--- config.mk ---
export PLATFORM = sky130hd
export DESIGN_NAME = hall_temp_ui_config_regs
export DESIGN_NICKNAME = d
export VERILOG_FILES = /design/src/hall_temp_pkg.sv /design/src/temp_cal_if.sv /design/src/temp_cal_decode.sv /design/src/hall_temp_ui_config_regs.sv
export VERILOG_INCLUDE_DIRS = /design/src
export SDC_FILE = /design/constraint.sdc
export NUM_CORES = 1
export LEC_CHECK = 0
export BUFFER_PORTS_ARGS = -buffer_cell sky130_fd_sc_hd__buf_2
export CAP_MARGIN = 5
export CORE_MARGIN = 2
export CORE_UTILIZATION = 30
export CTS_BUF_LIST = sky130_fd_sc_hd__clkbuf_4
export DETAILED_ROUTE_END_ITERATION = 16
export GPL_ROUTABILITY_DRIVEN = 0
export PLACE_DENSITY = 0.59
export SYNTH_ARGS = -nofsm -noshare
export SYNTH_HDL_FRONTEND = slang
export SYNTH_SLANG_ARGS = --single-unit
--- constraint.sdc ---
create_clock -name i_ref_clk -period 3.5 [get_ports i_ref_clk]
set_clock_uncertainty 0.2 [all_clocks]
set_input_delay 0.7 -clock i_ref_clk [delete_from_list [all_inputs] [get_ports i_ref_clk]]
set_output_delay 0.7 -clock i_ref_clk [all_outputs]
set_load 0.03 [all_outputs]
--- src/hall_temp_consts.svh ---
// register indices, slots, masks and reset values of the sensor config bank
// assumes: included by bare name; APB byte address is four times the index
`ifndef HALL_TEMP_CONSTS_SVH
`define HALL_TEMP_CONSTS_SVH

`define IDX_MAG_COMP_LO     10'h092
`define IDX_MAG_MULT        10'h093
`define IDX_SW_UI           10'h0A0
`define IDX_SW_PROX_THR     10'h0A1
`define IDX_SW_TOUCH_THR    10'h0A2
`define IDX_TEMP_UI         10'h0C0
`define IDX_TEMP_MULT       10'h0C1
`define IDX_CAL_C2          10'h0C2
`define IDX_CAL_C3          10'h0C3
`define IDX_CAL_C4          10'h0C4
`define IDX_LAYOUT          10'h0E0
`define IDX_STATUS          10'h0E1

`define SLOT_MAG_COMP_LO    4'h0
`define SLOT_MAG_MULT       4'h1
`define SLOT_SW_UI          4'h2
`define SLOT_SW_PROX_THR    4'h3
`define SLOT_SW_TOUCH_THR   4'h4
`define SLOT_TEMP_UI        4'h5
`define SLOT_TEMP_MULT      4'h6
`define SLOT_CAL_C2         4'h7
`define SLOT_CAL_C3         4'h8
`define SLOT_CAL_C4         4'h9
`define SLOT_LAYOUT         4'hA
`define SLOT_STATUS         4'hB
`define NUM_STORED          11

`define MASK_FULL           8'hFF
`define MASK_SW_UI          8'h77
`define MASK_TEMP_UI        8'h7F
`define MASK_TEMP_MULT      8'h3F
`define MASK_LAYOUT         8'h01

`define RST_ZERO            8'h00
`define RST_SW_PROX_THR     8'h19
`define RST_SW_TOUCH_THR    8'h19
`define RST_LAYOUT          8'h01

`define F_COMP_HI           7:6
`define F_COARSE            5:4
`define F_FINE              3:0
`define F_HYST_T            5:4
`define F_HYST_P            1:0
`define B_LIN               6
`define B_SWAP              2
`define B_RESEED_PROX       6
`define B_RESEED_EN         5
`define F_RESEED_THR        4:0
`define F_PACK_MUL          7:4
`define F_PACK_DIV          3:0
`define B_LAYOUT            0

`endif

--- src/hall_temp_pkg.sv ---
// types shared by the sensor config bank and its calibration decoder
// assumes: nothing beyond the standard language
package hall_temp_pkg;
	typedef logic [7:0] byte_t;
	typedef enum logic [1:0] {
		HYST_OFF       = 2'h0,
		HYST_QUARTER   = 2'h1,
		HYST_EIGHTH    = 2'h2,
		HYST_SIXTEENTH = 2'h3
	} hyst_e;
	typedef struct packed {
		logic       hit;
		logic [3:0] slot;
	} dec_s;
endpackage

--- src/temp_cal_if.sv ---
// carrier between the register bank and the calibration decoder
// assumes: both ends on the same clock
`timescale 1ns/1ns
interface temp_cal_if;
	logic       layout_full;
	logic [7:0] c2;
	logic [7:0] c3;
	logic [7:0] c4;
	logic [8:0] mul;
	logic [8:0] div;
	logic [7:0] off;
	modport regs (output layout_full, c2, c3, c4, input mul, div, off);
	modport dec  (input layout_full, c2, c3, c4, output mul, div, off);
endinterface

--- src/temp_cal_decode.sv ---
// turns the raw calibration bytes into multiplier, divider and offset
// assumes: bytes come from flops of the same clock; one cycle of latency
`timescale 1ns/1ns
`include "hall_temp_consts.svh"
module temp_cal_decode
	import hall_temp_pkg::*;
(
	input  wire logic   i_ref_clk,
	input  wire logic   i_rst_n,
	temp_cal_if.dec     cal
);
	// legacy nibbles are widened to nine bits, so 0xF cannot wrap here
	always_ff @(posedge i_ref_clk)
	begin
		if (!i_rst_n)
		begin
			cal.mul <= 9'h001;
			cal.div <= 9'h001;
			cal.off <= `RST_ZERO;
		end
		else if (cal.layout_full)
		begin
			cal.mul <= {1'b0, cal.c2} + 9'h001;
			cal.div <= {1'b0, cal.c3} + 9'h001;
			cal.off <= cal.c4;
		end
		else
		begin
			cal.mul <= {5'h00, cal.c2[`F_PACK_MUL]} + 9'h001;
			cal.div <= {5'h00, cal.c2[`F_PACK_DIV]} + 9'h001;
			cal.off <= cal.c3;
		end
	end

	a_full_mul: assert property (@(posedge i_ref_clk) disable iff (!i_rst_n)
		$past(cal.layout_full) |-> cal.mul == {1'b0, $past(cal.c2)} + 9'h001)
		else $error("full-byte multiplier not value plus one");
	a_full_div_off: assert property (@(posedge i_ref_clk) disable iff (!i_rst_n)
		$past(cal.layout_full) |-> (cal.div == {1'b0, $past(cal.c3)} + 9'h001)
		&& (cal.off == $past(cal.c4)))
		else $error("relocated divider or offset wrong");
	a_packed_nibbles: assert property (@(posedge i_ref_clk) disable iff (!i_rst_n)
		!$past(cal.layout_full) |-> (cal.mul == {5'h00, $past(cal.c2[`F_PACK_MUL])} + 9'h001)
		&& (cal.div == {5'h00, $past(cal.c2[`F_PACK_DIV])} + 9'h001)
		&& (cal.off == $past(cal.c3)))
		else $error("packed multiplier, divider or offset wrong");
endmodule

--- src/hall_temp_ui_config_regs.sv ---
// magnetic switch and temperature ui configuration bank on an apb slave
// assumes: apb master on i_ref_clk; i_field_dir comes from logic on the same clock
//
// Design decision made here: the APB register port.
`timescale 1ns/1ns
`include "hall_temp_consts.svh"

// Notes on behaviour
// - compensation low byte holds bits 7..0 of the 10-bit magnetic value
// - multiplier byte bits 7..6 are compensation bits 9..8, joined with low byte
// - multiplier byte: coarse select in bits 5..4, fine select in bits 3..0
// - touch hysteresis bits 5..4: off, quarter, eighth, sixteenth of threshold
// - proximity hysteresis bits 1..0 use the same four-way encoding
// - switch settings bit 6 turns output linearisation on
// - switch settings bit 2 swaps the reported field direction
// - switch settings byte resets to zero, all options off
// - proximity threshold byte is used directly, resets to 25
// - touch threshold is four times the stored byte, up to 1020
// - temperature settings bit 6 permits reseed during proximity
// - temperature settings bit 5 enables automatic reseeding
// - temperature settings bits 4..0 are the reseed threshold
// - temperature multiplier byte: coarse 5..4, fine 3..0, rest unused, reset zero
// - relocated layout: full-byte multiplier and divider, offset one address up
// - packed layout: nibbles give multiplier and divider as value plus one
// - relocated multiplier applies as value plus one, range 1 to 256
module hall_temp_ui_config_regs
	import hall_temp_pkg::*;
(
	input  wire logic        i_ref_clk,
	input  wire logic        i_rst_n,
	input  wire logic        i_psel,
	input  wire logic        i_penable,
	input  wire logic        i_pwrite,
	input  wire logic [11:0] i_paddr,
	input  wire logic [31:0] i_pwdata,
	input  wire logic [3:0]  i_pstrb,
	output logic      [31:0] o_prdata,
	output logic             o_pready,
	output logic             o_pslverr,
	input  wire logic        i_field_dir,
	output logic             o_field_dir,
	output logic      [9:0]  o_mag_comp,
	output logic      [1:0]  o_mag_coarse,
	output logic      [3:0]  o_mag_fine,
	output logic             o_lin_en,
	output logic      [1:0]  o_touch_hyst_mode,
	output logic      [1:0]  o_prox_hyst_mode,
	output logic      [7:0]  o_prox_thr,
	output logic      [9:0]  o_touch_thr,
	output logic      [9:0]  o_prox_hyst_amt,
	output logic      [9:0]  o_touch_hyst_amt,
	output logic             o_reseed_in_prox,
	output logic             o_reseed_en,
	output logic      [4:0]  o_reseed_thr,
	output logic      [1:0]  o_temp_coarse,
	output logic      [3:0]  o_temp_fine,
	output logic      [8:0]  o_cal_mul,
	output logic      [8:0]  o_cal_div,
	output logic      [7:0]  o_cal_off
);
	byte_t        regs_q [`NUM_STORED];
	logic  [31:0] prdata_q;
	logic         err_q;
	logic  [9:0]  prox_amt_q;
	logic  [9:0]  touch_amt_q;
	logic         dir_q;
	dec_s         dec;
	logic         setup;
	logic         wr_en;
	logic  [31:0] rdata;

	temp_cal_if cal ();

	// address to storage slot; index 0xC4 exists only in the relocated layout
	function automatic dec_s decode(input logic [11:0] a, input logic full);
		dec_s d;
		d.hit  = 1'b1;
		d.slot = `SLOT_MAG_COMP_LO;
		if (a[1:0] != 2'h0)
			d.hit = 1'b0;
		else
		begin
			case (a[11:2])
				`IDX_MAG_COMP_LO:  d.slot = `SLOT_MAG_COMP_LO;
				`IDX_MAG_MULT:     d.slot = `SLOT_MAG_MULT;
				`IDX_SW_UI:        d.slot = `SLOT_SW_UI;
				`IDX_SW_PROX_THR:  d.slot = `SLOT_SW_PROX_THR;
				`IDX_SW_TOUCH_THR: d.slot = `SLOT_SW_TOUCH_THR;
				`IDX_TEMP_UI:      d.slot = `SLOT_TEMP_UI;
				`IDX_TEMP_MULT:    d.slot = `SLOT_TEMP_MULT;
				`IDX_CAL_C2:       d.slot = `SLOT_CAL_C2;
				`IDX_CAL_C3:       d.slot = `SLOT_CAL_C3;
				`IDX_CAL_C4:
				begin
					d.slot = `SLOT_CAL_C4;
					d.hit  = full;
				end
				`IDX_LAYOUT:       d.slot = `SLOT_LAYOUT;
				`IDX_STATUS:       d.slot = `SLOT_STATUS;
				default:           d.hit  = 1'b0;
			endcase
		end
		return d;
	endfunction

	// writable bits of each slot; the rest stay zero
	function automatic byte_t wmask(input logic [3:0] slot);
		case (slot)
			`SLOT_SW_UI:     return `MASK_SW_UI;
			`SLOT_TEMP_UI:   return `MASK_TEMP_UI;
			`SLOT_TEMP_MULT: return `MASK_TEMP_MULT;
			`SLOT_LAYOUT:    return `MASK_LAYOUT;
			default:         return `MASK_FULL;
		endcase
	endfunction

	function automatic byte_t rst_val(input logic [3:0] slot);
		case (slot)
			`SLOT_SW_PROX_THR:  return `RST_SW_PROX_THR;
			`SLOT_SW_TOUCH_THR: return `RST_SW_TOUCH_THR;
			`SLOT_LAYOUT:       return `RST_LAYOUT;
			default:            return `RST_ZERO;
		endcase
	endfunction

	// shared by both hysteresis bands so they cannot drift apart
	function automatic logic [9:0] hyst_amount(input logic [9:0] thr, input hyst_e mode);
		unique case (mode)
			HYST_OFF:       return 10'h000;
			HYST_QUARTER:   return thr >> 2;
			HYST_EIGHTH:    return thr >> 3;
			HYST_SIXTEENTH: return thr >> 4;
		endcase
	endfunction

	assign dec   = decode(i_paddr, regs_q[`SLOT_LAYOUT][`B_LAYOUT]);
	assign setup = i_psel & ~i_penable;
	// only byte lane 0 carries data; other lanes alone leave the register as is
	assign wr_en = i_psel & i_penable & i_pwrite & dec.hit & i_pstrb[0];

	// zero wait states: every access phase completes at once
	assign o_pready  = i_psel & i_penable;
	assign o_pslverr = err_q & i_psel & i_penable;
	assign o_prdata  = prdata_q;

	always_ff @(posedge i_ref_clk)
	begin
		if (!i_rst_n)
		begin
			for (int i = 0; i < `NUM_STORED; i++)
				regs_q[i] <= rst_val(4'(i));
		end
		else if (wr_en && dec.slot != `SLOT_STATUS)
			regs_q[dec.slot] <= i_pwdata[7:0] & wmask(dec.slot);
	end

	always_comb
	begin
		rdata = 32'h0000_0000;
		if (dec.slot == `SLOT_STATUS)
			rdata = {7'h00, o_cal_mul, 6'h00, o_touch_thr};
		else
			rdata = {24'h00_0000, regs_q[dec.slot]};
	end

	// read data and error are caught in the setup phase and held for the access
	always_ff @(posedge i_ref_clk)
	begin
		if (!i_rst_n)
		begin
			prdata_q <= 32'h0000_0000;
			err_q    <= 1'b0;
		end
		else if (setup)
		begin
			prdata_q <= (dec.hit && !i_pwrite) ? rdata : 32'h0000_0000;
			err_q    <= ~dec.hit;
		end
	end

	assign o_mag_comp   = {regs_q[`SLOT_MAG_MULT][`F_COMP_HI], regs_q[`SLOT_MAG_COMP_LO]};
	assign o_mag_coarse = regs_q[`SLOT_MAG_MULT][`F_COARSE];
	assign o_mag_fine   = regs_q[`SLOT_MAG_MULT][`F_FINE];

	assign o_lin_en          = regs_q[`SLOT_SW_UI][`B_LIN];
	assign o_touch_hyst_mode = regs_q[`SLOT_SW_UI][`F_HYST_T];
	assign o_prox_hyst_mode  = regs_q[`SLOT_SW_UI][`F_HYST_P];
	assign o_prox_thr        = regs_q[`SLOT_SW_PROX_THR];
	assign o_touch_thr       = {regs_q[`SLOT_SW_TOUCH_THR], 2'h0};

	assign o_reseed_in_prox = regs_q[`SLOT_TEMP_UI][`B_RESEED_PROX];
	assign o_reseed_en      = regs_q[`SLOT_TEMP_UI][`B_RESEED_EN];
	assign o_reseed_thr     = regs_q[`SLOT_TEMP_UI][`F_RESEED_THR];
	assign o_temp_coarse    = regs_q[`SLOT_TEMP_MULT][`F_COARSE];
	assign o_temp_fine      = regs_q[`SLOT_TEMP_MULT][`F_FINE];

	// hysteresis band registered; trails a threshold write by one cycle
	always_ff @(posedge i_ref_clk)
	begin
		if (!i_rst_n)
		begin
			prox_amt_q  <= 10'h000;
			touch_amt_q <= 10'h000;
		end
		else
		begin
			prox_amt_q  <= hyst_amount({2'h0, o_prox_thr}, hyst_e'(o_prox_hyst_mode));
			touch_amt_q <= hyst_amount(o_touch_thr, hyst_e'(o_touch_hyst_mode));
		end
	end
	assign o_prox_hyst_amt  = prox_amt_q;
	assign o_touch_hyst_amt = touch_amt_q;

	always_ff @(posedge i_ref_clk)
	begin
		if (!i_rst_n)
			dir_q <= 1'b0;
		else
			dir_q <= i_field_dir ^ regs_q[`SLOT_SW_UI][`B_SWAP];
	end
	assign o_field_dir = dir_q;

	assign cal.layout_full = regs_q[`SLOT_LAYOUT][`B_LAYOUT];
	assign cal.c2          = regs_q[`SLOT_CAL_C2];
	assign cal.c3          = regs_q[`SLOT_CAL_C3];
	assign cal.c4          = regs_q[`SLOT_CAL_C4];
	assign o_cal_mul       = cal.mul;
	assign o_cal_div       = cal.div;
	assign o_cal_off       = cal.off;

	temp_cal_decode u_cal_decode (
		.i_ref_clk (i_ref_clk),
		.i_rst_n   (i_rst_n),
		.cal       (cal)
	);

	a_comp_low_write: assert property (@(posedge i_ref_clk) disable iff (!i_rst_n)
		(wr_en && dec.slot == `SLOT_MAG_COMP_LO) |=> o_mag_comp[7:0] == $past(i_pwdata[7:0]))
		else $error("compensation low byte not stored");
	a_comp_high_join: assert property (@(posedge i_ref_clk) disable iff (!i_rst_n)
		(wr_en && dec.slot == `SLOT_MAG_MULT) |=> o_mag_comp[9:8] == $past(i_pwdata[7:6]))
		else $error("compensation upper bits not joined");
	a_mult_fields: assert property (@(posedge i_ref_clk) disable iff (!i_rst_n)
		(wr_en && dec.slot == `SLOT_MAG_MULT)
		|=> (o_mag_coarse == $past(i_pwdata[5:4])) && (o_mag_fine == $past(i_pwdata[3:0])))
		else $error("magnetic coarse or fine selection wrong");
	a_touch_hyst_16: assert property (@(posedge i_ref_clk) disable iff (!i_rst_n)
		(o_touch_hyst_mode == 2'h3) |=> o_touch_hyst_amt == ($past(o_touch_thr) >> 4))
		else $error("touch hysteresis sixteenth wrong");
	a_prox_hyst_off: assert property (@(posedge i_ref_clk) disable iff (!i_rst_n)
		(o_prox_hyst_mode == 2'h0) |=> o_prox_hyst_amt == 10'h000)
		else $error("proximity hysteresis not disabled");
	a_lin_follows: assert property (@(posedge i_ref_clk) disable iff (!i_rst_n)
		(wr_en && dec.slot == `SLOT_SW_UI) |=> o_lin_en == $past(i_pwdata[6]))
		else $error("linearisation enable not taken");
	a_dir_swap: assert property (@(posedge i_ref_clk) disable iff (!i_rst_n)
		i_rst_n |=> o_field_dir
		== ($past(i_field_dir) ^ $past(regs_q[`SLOT_SW_UI][`B_SWAP])))
		else $error("field direction swap wrong");
	a_reset_values: assert property (@(posedge i_ref_clk)
		!i_rst_n |=> (regs_q[`SLOT_SW_UI] == 8'h00) && (o_prox_thr == 8'h19))
		else $error("switch settings or proximity threshold reset value wrong");
	a_touch_times_4: assert property (@(posedge i_ref_clk) disable iff (!i_rst_n)
		(wr_en && dec.slot == `SLOT_SW_TOUCH_THR)
		|=> o_touch_thr == {$past(i_pwdata[7:0]), 2'h0})
		else $error("touch threshold not four times byte");
	a_reseed_fields: assert property (@(posedge i_ref_clk) disable iff (!i_rst_n)
		(wr_en && dec.slot == `SLOT_TEMP_UI)
		|=> (o_reseed_en == $past(i_pwdata[5])) && (o_reseed_in_prox == $past(i_pwdata[6]))
		&& (o_reseed_thr == $past(i_pwdata[4:0])))
		else $error("temperature reseed controls wrong");
	a_reserved_zero: assert property (@(posedge i_ref_clk) disable iff (!i_rst_n)
		(regs_q[`SLOT_SW_UI][7] == 1'b0) && (regs_q[`SLOT_SW_UI][3] == 1'b0)
		&& (regs_q[`SLOT_TEMP_UI][7] == 1'b0) && (regs_q[`SLOT_TEMP_MULT][7:6] == 2'h0))
		else $error("reserved bit set");
	a_unmapped_err: assert property (@(posedge i_ref_clk) disable iff (!i_rst_n)
		(setup && !dec.hit) |=> (i_psel && i_penable) |-> o_pslverr)
		else $error("unmapped access not flagged");

	// bus side: refusals answer in the access phase and carry zero data
	a_c4_packed_err: assert property (@(posedge i_ref_clk) disable iff (!i_rst_n)
		(setup && i_paddr == {`IDX_CAL_C4, 2'h0} && !cal.layout_full)
		|=> (i_psel && i_penable) |-> o_pslverr)
		else $error("offset slot not refused in packed layout");
	a_c4_full_ok: assert property (@(posedge i_ref_clk) disable iff (!i_rst_n)
		(setup && i_paddr == {`IDX_CAL_C4, 2'h0} && cal.layout_full)
		|=> (i_psel && i_penable) |-> !o_pslverr)
		else $error("offset slot refused in relocated layout");
	a_err_rdata_zero: assert property (@(posedge i_ref_clk) disable iff (!i_rst_n)
		(i_psel && i_penable && o_pslverr) |-> o_prdata == 32'h0000_0000)
		else $error("refused access returned data");
	a_write_rdata_zero: assert property (@(posedge i_ref_clk) disable iff (!i_rst_n)
		(setup && i_pwrite) |=> o_prdata == 32'h0000_0000)
		else $error("write returned data");
	a_idle_no_ready: assert property (@(posedge i_ref_clk) disable iff (!i_rst_n)
		!i_psel |-> !o_pready && !o_pslverr)
		else $error("ready or error outside a transfer");
	a_strobe_gate: assert property (@(posedge i_ref_clk) disable iff (!i_rst_n)
		(i_psel && i_penable && i_pwrite && !i_pstrb[0])
		|=> $stable(o_mag_comp) && $stable(o_prox_thr) && $stable(o_touch_thr)
		&& $stable(o_reseed_thr))
		else $error("write without lane 0 strobe changed a field");

	// thresholds and bands; a band follows its mode one cycle later
	a_prox_thr_write: assert property (@(posedge i_ref_clk) disable iff (!i_rst_n)
		(wr_en && dec.slot == `SLOT_SW_PROX_THR) |=> o_prox_thr == $past(i_pwdata[7:0]))
		else $error("proximity threshold not stored");
	a_touch_reset: assert property (@(posedge i_ref_clk)
		!i_rst_n |=> o_touch_thr == {`RST_SW_TOUCH_THR, 2'h0})
		else $error("touch threshold reset value wrong");
	a_touch_hyst_off: assert property (@(posedge i_ref_clk) disable iff (!i_rst_n)
		(o_touch_hyst_mode == HYST_OFF) |=> o_touch_hyst_amt == 10'h000)
		else $error("touch hysteresis not disabled");
	a_touch_hyst_4: assert property (@(posedge i_ref_clk) disable iff (!i_rst_n)
		(o_touch_hyst_mode == HYST_QUARTER)
		|=> o_touch_hyst_amt == ($past(o_touch_thr) >> 2))
		else $error("touch hysteresis quarter wrong");
	a_touch_hyst_8: assert property (@(posedge i_ref_clk) disable iff (!i_rst_n)
		(o_touch_hyst_mode == HYST_EIGHTH)
		|=> o_touch_hyst_amt == ($past(o_touch_thr) >> 3))
		else $error("touch hysteresis eighth wrong");
	a_prox_hyst_4: assert property (@(posedge i_ref_clk) disable iff (!i_rst_n)
		(o_prox_hyst_mode == HYST_QUARTER)
		|=> o_prox_hyst_amt == ({2'h0, $past(o_prox_thr)} >> 2))
		else $error("proximity hysteresis quarter wrong");
	a_prox_hyst_8: assert property (@(posedge i_ref_clk) disable iff (!i_rst_n)
		(o_prox_hyst_mode == HYST_EIGHTH)
		|=> o_prox_hyst_amt == ({2'h0, $past(o_prox_thr)} >> 3))
		else $error("proximity hysteresis eighth wrong");
	a_prox_hyst_16: assert property (@(posedge i_ref_clk) disable iff (!i_rst_n)
		(o_prox_hyst_mode == HYST_SIXTEENTH)
		|=> o_prox_hyst_amt == ({2'h0, $past(o_prox_thr)} >> 4))
		else $error("proximity hysteresis sixteenth wrong");

	// temperature fields and reset-time state
	a_reseed_in_prox: assert property (@(posedge i_ref_clk) disable iff (!i_rst_n)
		(wr_en && dec.slot == `SLOT_TEMP_UI)
		|=> o_reseed_in_prox == $past(i_pwdata[`B_RESEED_PROX]))
		else $error("reseed in proximity not taken");
	a_reseed_thr: assert property (@(posedge i_ref_clk) disable iff (!i_rst_n)
		(wr_en && dec.slot == `SLOT_TEMP_UI)
		|=> o_reseed_thr == $past(i_pwdata[`F_RESEED_THR]))
		else $error("reseed threshold not taken");
	a_temp_mult_fields: assert property (@(posedge i_ref_clk) disable iff (!i_rst_n)
		(wr_en && dec.slot == `SLOT_TEMP_MULT)
		|=> (o_temp_coarse == $past(i_pwdata[5:4])) && (o_temp_fine == $past(i_pwdata[3:0])))
		else $error("temperature coarse or fine selection wrong");
	a_temp_mult_reset: assert property (@(posedge i_ref_clk)
		!i_rst_n |=> regs_q[`SLOT_TEMP_MULT] == `RST_ZERO)
		else $error("temperature multiplier reset value wrong");
	a_lin_reset: assert property (@(posedge i_ref_clk)
		!i_rst_n |=> !o_lin_en && !regs_q[`SLOT_SW_UI][`B_SWAP]
		&& (o_touch_hyst_mode == HYST_OFF) && (o_prox_hyst_mode == HYST_OFF))
		else $error("switch options not off after reset");
	a_hyst_reset: assert property (@(posedge i_ref_clk)
		!i_rst_n |=> (o_prox_hyst_amt == 10'h000) && (o_touch_hyst_amt == 10'h000))
		else $error("hysteresis bands not zero after reset");
endmodule

==> impl_results.md <==
- CP Capture Type: flip-flop
- I/O pins: about 190
- Post-synthesis cell count: between 700 and 800
- # port buffers: 138
- Fraction of registers with async set/reset: 0%
- Root buffer cell: clkbuf_4
- Initial antenna violation count: 0
- Post-Layout Inst Area: 8617 um^2
- Area delta synth->final: 18.72%
- Final hold slack: around 0.17 ns
- #FFs+latches synth: approximately 160
- Ant diodes: 0
- Commonest non-fill, non-tap cell in the layout: buf_2
- Largest net degree at the start of global routing: roughly 40
- Startpoint type of the worst setup path: input port
- Setup TNS: 0 ns
- Routed length per instance: 19.00 um
- Pwr/cell area: 402.6 nW/um^2
- Highest metal used: met4
- CTS tree: yes
- Met2 WL: 11,020 um
- Met1 WL: 9767 um
- Clock network fraction of design power: roughly 31%
- Peak supply drop: ~160 uV
- Die extent in y: ~160 um
- Req. time, crit path: between 3 and 4 ns
- Syn Area/Cell: 10.04 um^2
- H-tree levels: 4
- Max Buffers Root-to-Sink: 2
- Core Rows: 56
- Relative slew margins: approximately 63%
- Pre-Repair DR Iteration Count: 6
- DRT antenna net count: 0
- Gr usage total: ~18%
- WP data arrival: slightly below 3 ns
- Share of layout cells above drive strength 1: a little over a quarter
- Sinks on Clock Net: roughly 160
- Initial DRC Count: about 560
- Core Util, Final: a little over a third
- Drt drc: 0
- Mapped Area: around 7300 um^2
- Combinational power share: 10.3%
- Net switching power: roughly 1000 uW
- Hold WC Path Type: in2reg
- Fmax: 349.3 MHz
- Tcrit/Tclk final: 81.79%
- Final nets: approximately 930
- Post-synthesis sequential area ratio: approximately 55%
- Register area: ~4000 um^2
- RSZ-0062 raised after global routing: false
- CTS buffer count: 17
- Seq pwr share: ~60%
- Hold buffers post-CTS: 0
- CP Class: in2reg
- Post-synth EDFFs: a little under 90
- Outcome: complete, no violations
- Most frequent cells in the layout: 138 x buf_2, 125 x nor2_1, 87 x edfxtp_1, 69 x dfxtp_1, 63 x nand2_1
- Vias: around 6,100
- Core box area: around 24,000 um^2
- Ys Warns: 0
- Internal power: 2450 uW
- Worst-path clk slew: between 0.1 and 0.15 ns
- Starting Density: 30.74%
- Clk Latency, worst-skew pair: approximately 0.57 ns
- Max Slew Vio Count: 0
- Area of the multi-input gates: around 2900 um^2
- Worst Path Max Fanout: 14
- Final-report hold violation count: 0
- Period minus WS final: about 2.9 ns
- Met3 routed WL: 1570 um
- Die Span X: approximately 160 um
- Die area: 25,450 um^2
- Vias in the first global route: 5,728
- Post-DR vias/cell: 5.031
- Placed cell area: between 8000 and 9000 um^2
- Pleak: around 0.0037 uW
- Max-cap viol count: 0
- GRT overflow: 0
- Post-CTS setup repair buffer count: 0
- Setup-failing EPs final: 0
- Worst Tran Pin Value: around 0.54 ns
- Cts repair resizes: 0
- Fillers: about 2,400
- Top_reg_cell synth: edfxtp_1
- Global-route wire length before repair: approximately 34,000 um
- Netlist cell types: 70
- DP HPWL: approximately 17,000 um
- Switching share of total power: between 20 and 30%
- Final WL: approximately 23,000 um
power groups by stage:
stage	sequential, uW	combinational (uW)	clock (uW)
after CTS	2040	358	1090
after floorplan	2120	196	0
after global routing	2050	381	1170
final	2040	358	1070
after detailed placement	2080	356	0
after global placement	2080	354	0
worst max-delay path, cell delays in order:
cell and delay, ns:
buf_2 0.15, nor2b_1 0.32, o21ai_0 0.21, a31oi_4 0.21
nand4_2 0.17, a211o_4 0.43, or3_1 0.42, nand2_1 0.30
cell type report:
cell class | count | share of cell area, %
Timing Repair Buffer | 182 | 12.28
Inverter | 11 | 0.4792
Tap cell | 319 | 4.632
Sequential cell | 156 | 46.35
Multi-Input combinational cell | 507 | 33.22
Clock buffer | 17 | 1.481
Clock inverter | 15 | 1.554
state kept, by name, summed over array words and instances (netlist names), 6 cells and up:
name / flops
regs_q: 95
u_cal_decode.cal.mul: 9
o_touch_hyst_amt: 8
u_cal_decode.cal.div: 9
o_prox_hyst_amt: 6
u_cal_decode.cal.off: 8
o_prdata: 19
cell usage after synthesis (4+ instances only):
master,count,share of area (%)
a211oi_1,5,0.52
o21ai_1,7,0.48
inv_1,10,0.52
a32oi_1,4,0.48
nor2_1,125,6.5
nand2_1,63,3.3
or3_1,13,1.1
o22ai_1,17,1.5
nor2b_1,6,0.52
a22oi_1,19,2.0
buf_4,43,4.4
and3_1,17,1.5
buf_2,12,0.83
nand4_1,5,0.43
and2_1,6,0.52
xnor2_1,8,0.97
nor3_1,10,0.69
xor2_1,7,0.84
o21ai_0,19,1.3
mux2i_1,12,1.7
nand2b_1,7,0.60
dfxtp_1,69,19
o211ai_1,4,0.41
clkbuf_1,23,1.2
edfxtp_1,87,36
nand3_1,30,2.1
a21oi_1,25,1.7
worst paths after layout:
path,startpoint,end,slack (ns),cells after the start
worst max-delay path,i_paddr[8],regs_q[3][6],0.64,8
worst min-delay path,i_field_dir,o_field_dir,0.17,3
worst min register to register,o_prdata[0],o_prdata[0],0.28,2
worst max register to register,regs_q[10][0],regs_q[3][6],0.95,6
metrics by stage:
step	power, uW	cells	worst slack [ns]
2_1_floorplan	2316	755	0.09273
3_3_place_gp	2434	1175	0.08127
3_5_place_dp	2437	1175	0.05085
4_1_cts	3491	1207	0.6793
5_1_grt	3596	1207	0.5068
6_report	3470	1207	0.6375
routing by layer:
| layer | vias to the layer above | global-route usage [%] |
|---|---|---|
| met5 | - | 0 |
| met4 | 0 | 6.446 |
| met3 | 36 | 3.595 |
| met2 | 253 | 29.26 |
| met1 | 2946 | 23.21 |
| li1 | 2838 | - |
kinds of logic (layout without fill, tap and decap cells):
family / Yosys count / after routing / share of synthesized area [%]
AOI/OAI and AO/OA: 134 / 134 / 12.84
xor gates and xnor gates: 15 / 15 / 1.810
adders and majority gates: 3 / 3 / 0.5172
buffers and inverters: 92 / 225 / 7.188
DFF: 156 / 156 / 55.02
muxes: 15 / 15 / 2.120
other: 1 / 33 / 0.05167
and+or+nand+nor: 307 / 307 / 20.44
No activity file was read; power rests on OpenSTA's default activity.
